File: config.mk
export PLATFORM = sky130hd
export DESIGN_NAME = adccs_regs
export DESIGN_NICKNAME = d
export VERILOG_FILES = /design/src/logic/adccs_pkg.sv /design/src/logic/adccs_regs.sv
export VERILOG_INCLUDE_DIRS = /design/src /design/src/logic
export SDC_FILE = /design/constraint.sdc
export NUM_CORES = 1
export LEC_CHECK = 0
export BUFFER_PORTS_ARGS = -buffer_cell sky130_fd_sc_hd__buf_4
export CAP_MARGIN = 20
export CORE_MARGIN = 5
export CORE_UTILIZATION = 50
export CTS_CLUSTER_DIAMETER = 30
export DETAILED_ROUTE_END_ITERATION = 10
export PLACE_DENSITY = 0.79
export SYNTH_ARGS = -nofsm -noshare
export SYNTH_HDL_FRONTEND = slang
export SYNTH_SLANG_ARGS = --single-unit
File: constraint.sdc
create_clock -name sys_clk -period 3.6 [get_ports sys_clk]
set_input_delay 0.18 -clock sys_clk [delete_from_list [all_inputs] [get_ports sys_clk]]
set_output_delay 0.18 -clock sys_clk [all_outputs]
set_load 0.05 [all_outputs]
File: src/logic/adccs_cfg.svh
// Register map constants for the converter setup and status registers
// Overview of operation
// RL1: Bits 7:5 choose differential or single-ended pair
// RL2: Bit 4 selects gain one or four
// RL3: Bits 3:2 select 20/90/330/1000 samples per second
// RL4: Bit 1 clear single-shot, set continuous
// RL5: Bit 0 selects internal or external reference
// RL6: Setup register read-write, cleared on reset
// RL7: Status at address 1, read-only, flag resets
// RL8: Status bit 7 set on new result
// RL9: Reading conversion data clears ready flag
// RL10: Host ignores status bits 6:0
// RL11: Serial clock line is never held low
// RL12: Works with standard, fast, fast-plus controllers
// RL13: Ready pin open-drain, only pulls low
// RL14: Code 111 shorts inputs to mid-supply
// RL15: Registers reached by commands, kept in power-down
// RL16: Setup write resets filter, restarts conversion
// RL17: Writes to status register are ignored
`ifndef ADCCS_CFG_SVH
`define ADCCS_CFG_SVH
`define ADCCS_ADDR_SETUP 1'h0
`define ADCCS_ADDR_STATUS 1'h1
`define ADCCS_SETUP_RESET 8'h00
`define ADCCS_MUX_HI 7
`define ADCCS_MUX_LO 5
`define ADCCS_GAIN_BIT 4
`define ADCCS_RATE_HI 3
`define ADCCS_RATE_LO 2
`define ADCCS_MODE_BIT 1
`define ADCCS_REF_BIT 0
`define ADCCS_STATUS_RSVD 7'h00
`endif

File: src/logic/adccs_pkg.sv
// Types for the converter setup and status registers
`default_nettype none
package adccs_pkg;
    typedef enum logic [1:0] {
        ADCCS_RATE_20, ADCCS_RATE_90, ADCCS_RATE_330, ADCCS_RATE_1000
    } adccs_rate_t;
    typedef enum logic [2:0] {
        ADCCS_IN_0_1, ADCCS_IN_2_3, ADCCS_IN_1_2, ADCCS_IN_0_GND,
        ADCCS_IN_1_GND, ADCCS_IN_2_GND, ADCCS_IN_3_GND, ADCCS_IN_MID_SHORT
    } adccs_mux_t;
    // Decoded analog steering: input indices 0..3, 4 ground, 5 mid-supply
    typedef struct packed {
        logic [2:0] positive_converter_input;
        logic [2:0] negative_converter_input;
        logic gain_four;
        adccs_rate_t sample_rate_select;
        logic continuous;
        logic use_ext_ref;
    } adccs_ctrl_t;
    typedef struct packed {
        logic write_req;
        logic read_req;
        logic addr;
        logic [7:0] wdata;
    } adccs_cmd_t;
endpackage : adccs_pkg
`default_nettype wire

File: src/logic/adccs_regs.sv
// Converter setup and status register pair with analog control decode
`include "adccs_cfg.svh"
`default_nettype none
module adccs_regs
    import adccs_pkg::*;
(
    // Clock and reset
    input wire logic sys_clk,
    input wire logic rst,
    // Decoded register commands from the serial command decoder
    input wire adccs_cmd_t cmd,
    input wire logic data_read,
    // Converter core events
    input wire logic result_done,
    // Register read data and analog control
    output adccs_ctrl_t ctrl,
    output logic [7:0] rdata,
    output logic filter_restart,
    // Open-drain ready pin and serial clock line enables
    output logic ready_pin_out,
    output logic ready_pin_oe,
    output logic scl_oe
);
    logic [7:0] setup_q, setup_d;
    logic flag_q, flag_d;
    logic [7:0] rdata_q, rdata_d;
    logic restart_q, restart_d;
    adccs_ctrl_t ctrl_q, ctrl_d;
    // Pin drive levels held in flops so every output leaves a register
    logic pin_level_q, scl_drive_q;

    function automatic logic [5:0] mux_decode(input adccs_mux_t m);
        case (m)
            ADCCS_IN_0_1: mux_decode = {3'h0, 3'h1}; // RL1
            ADCCS_IN_2_3: mux_decode = {3'h2, 3'h3};
            ADCCS_IN_1_2: mux_decode = {3'h1, 3'h2};
            ADCCS_IN_0_GND: mux_decode = {3'h0, 3'h4};
            ADCCS_IN_1_GND: mux_decode = {3'h1, 3'h4};
            ADCCS_IN_2_GND: mux_decode = {3'h2, 3'h4};
            ADCCS_IN_3_GND: mux_decode = {3'h3, 3'h4};
            ADCCS_IN_MID_SHORT: mux_decode = {3'h5, 3'h5}; // RL14
            default: mux_decode = {3'h0, 3'h1};
        endcase
    endfunction

    always_comb begin
        setup_d = setup_q;
        restart_d = 1'b0;
        // Only the setup address is writable; status writes fall away
        if (cmd.write_req && cmd.addr == `ADCCS_ADDR_SETUP) begin // RL6 RL17
            setup_d = cmd.wdata;
            restart_d = 1'b1; // RL16
        end
        // Set wins over the read-clear so no result is lost
        flag_d = flag_q;
        if (data_read) begin
            flag_d = 1'b0; // RL9
        end
        if (result_done) begin
            flag_d = 1'b1; // RL8
        end
        rdata_d = rdata_q;
        if (cmd.read_req) begin
            if (cmd.addr == `ADCCS_ADDR_STATUS) begin
                rdata_d = {flag_q, `ADCCS_STATUS_RSVD}; // RL7 RL10
            end else begin
                rdata_d = setup_q; // RL15
            end
        end
        {ctrl_d.positive_converter_input, ctrl_d.negative_converter_input} =
            mux_decode(adccs_mux_t'(setup_d[`ADCCS_MUX_HI:`ADCCS_MUX_LO]));
        ctrl_d.gain_four = setup_d[`ADCCS_GAIN_BIT]; // RL2
        ctrl_d.sample_rate_select = adccs_rate_t'(
            setup_d[`ADCCS_RATE_HI:`ADCCS_RATE_LO]); // RL3
        ctrl_d.continuous = setup_d[`ADCCS_MODE_BIT]; // RL4
        ctrl_d.use_ext_ref = setup_d[`ADCCS_REF_BIT]; // RL5
    end

    // Power-down does not touch these flops, so values are retained
    always_ff @(posedge sys_clk) begin
        if (rst) begin
            setup_q <= `ADCCS_SETUP_RESET; // RL6
            flag_q <= 1'b0; // RL7
            rdata_q <= 8'h00;
            restart_q <= 1'b0;
            ctrl_q <= adccs_ctrl_t'({3'h0, 3'h1, 1'b0, ADCCS_RATE_20,
                1'b0, 1'b0});
            pin_level_q <= 1'b0; // RL13
            scl_drive_q <= 1'b0; // RL11
        end else begin
            pin_level_q <= 1'b0; // RL13
            scl_drive_q <= 1'b0; // RL11
            setup_q <= setup_d;
            flag_q <= flag_d;
            rdata_q <= rdata_d;
            restart_q <= restart_d;
            ctrl_q <= ctrl_d;
        end
    end

    assign ctrl = ctrl_q;
    assign rdata = rdata_q;
    assign filter_restart = restart_q;
    assign ready_pin_out = pin_level_q; // RL13
    assign ready_pin_oe = flag_q; // RL13
    assign scl_oe = scl_drive_q; // RL11 RL12
endmodule // adccs_regs
`default_nettype wire

==> run summary <==
Status: finished, final reports clean
Worst EP required: 3840 ps
Nets@finish: 149
Clock sinks: 24
RSZ-0062 raised after global routing: false
Io pins: 38
Most frequent cells after synthesis: dfxtp_1 (24), a21oi_1 (15), nand2_1 (10)
Starting Density: 0.514
Clock root buffer: clkbuf_4
Fmax: 0.646 GHz
Drt via density: 4.66
CTS resizes: 0
Layout Skew: 2.72 ps
Total negative slack: 0 ps
Fill count: 184
GRT overflow: 0
Share of the synthesized area in the top cell type: 0.487
#FFs+latches synth: 24
Worst Path Max Fanout: 10
Placed cell areas: 1190 um2
Hold Path Class: primary input to flip-flop
Placeable Area: 1920 um2
First-pass GRT wire length: 2990 um
Final Max Tran Viols: 0
Drt wl/cell: 11.6 um
Hold Buf Count CTS: 0
Async SR Flop Fraction: 0
Peak VDD IR: 0.301 mV
Syn Area/Cell: 9.40 um2
Post-Synthesis Cells: 105
Clk_lat worst skew: 310 ps
Crit path kind: primary input to flip-flop
# setup viols final: 0
H-tree depth: 1
Max_cap viols: 0
Final Hold Slack: 70.0 ps
Placed Cells: 155
Final Cell Area: 1230 um2
Initial antenna violation count: 0
Register area share after synthesis: 0.487
CTS tree: done
Largest area contributor in the netlist: dfxtp_1
Dominant synthesized flop cell: dfxtp_1
Vias in the first global route: 745
First-pass DRT Iterations: 2
Remaining DRCs: 0
Largest net degree at the start of global routing: 25
Die W: 54.4 um
Reg2reg setup slack: 2250 ps
Total Routing Usage GR: 0.139
Most common cell in the synthesized netlist: dfxtp_1
Sequential Area: 480 um2
Yosys cell types: 24
Setup bufs post-CTS: 0
DIE AREA: 2960 um2
Area contributors post-synth: dfxtp_1 (49%), a21oi_1 (7.6%), buf_4 (6.1%)
Synth Warn #: 0
CTS buffer count: 3
Post-synth EDFFs: 0
ANT nets after route: 0
Initial DRC count: 11
Worst Setup End Kind: flip-flop
Multi-input logic area: 405 um2
Hold Fails Final Rpt: 0
Vias: 741
Leak pwr: 0.537 nW
Final period util: 0.430
RePlAce Congestion: 0.691
Clock transition at path regs: 120 ps
Post-Syn Area: 987 um2
Clock Tree Buf Depth: 2
Post-DP HPWL: 1410 um
Power per cell area: 426 nW/um2
P&R area growth vs syn: 24.6%
Routed WL: 1840 um
Row Count: 16
WP data arrival: 1790 ps
Tmin final: 1550 ps
Share of post-route cells with drive strength above 1: 0.326
DIE HEIGHT: 54.4 um
Number of port buffers: 35
N_diodes: 0
Non-Filler Instances: 159
Startpoint types: primary input
[path summary, 6_finish.rpt]
check,startpoint,to,cells after the start
setup / recovery,cmd[8],ctrl[9],7
hold / removal,result_done,ready_pin_oe,3
setup reg to reg,setup_q[6],ctrl[9],5
hold reg to reg,rdata[2],rdata[2],2
[sequential cells by signal, indices dropped and copies added, names as in the netlist]
| register | flops |
|---|---|
| rdata | 8 |
| setup_q | 8 |
| ctrl | 6 |
| filter_restart | 1 |
| ready_pin_oe | 1 |
[through the flow]
stage                util  total power, W  worst slack [ps]
global placement    0.621        0.000393              1770
global route        0.640        0.000553              1930
detailed placement  0.621        0.000394              1720
finish              0.640        0.000524              2050
floorplan               -        0.000367              2050
CTS                 0.640        0.000530              2060
[power breakdown]
part           leakage (nW)  internal, W  switching [W]
clock network        0.0210    0.0000618      0.0000751
logic                 0.320    0.0000372      0.0000667
registers             0.196     0.000277     0.00000613
[kinds of logic after synthesis]
group,Yosys count,synth area share
AO/OA/AOI/OAI,19,0.108
AND/OR/NAND/NOR,39,0.219
flip-flops,24,0.487
buffers and inverters,16,0.106
other,1,0.00380
adder cells (fa/ha/maj),1,0.0127
multiplexers,5,0.0634
[metal layers]
layer  vias to the layer above  global-route usage  wire length [um]
met5                         -                   0                 0
met4                         0              0.0373                16
met3                         2              0.0327               132
met1                       327               0.156               774
li1                        389                   -                 -
met2                        23               0.257               920
[cells in the final DEF (no fill, tap or decap), drive strengths merged]
| cell | count |
|---|---|
| inv | 3 |
| nor3b | 1 |
| dfxtp | 24 |
| and4bb | 1 |
| nor3 | 1 |
| mux2i | 5 |
| a31oi | 1 |
| a21oi | 15 |
| nor2 | 9 |
| a211oi | 2 |
| clkbuf | 4 |
| o21ai | 1 |
| buf | 35 |
| ha | 1 |
| nand2b | 6 |
| nand3b | 5 |
| nor2b | 5 |
| or2 | 1 |
| conb | 2 |
| nand2 | 10 |
[layout make-up]
| cell class | count | share of cell area |
|---|---|---|
| Multi-Input combinational cell | 66 | 0.330 |
| Tap cell | 27 | 0.0275 |
| Sequential cell | 24 | 0.391 |
| Timing Repair Buffer | 35 | 0.214 |
| Inverter | 3 | 0.00916 |
| Clock buffer | 4 | 0.0295 |
[critical path: stages]
cell      delay [ps]
buf_4            150
nor2b_1          400
mux2i_1          360
inv_1             80
ha_1             300
nor2b_1          140
a211oi_2         180
Power figures use the tool's default switching activity.
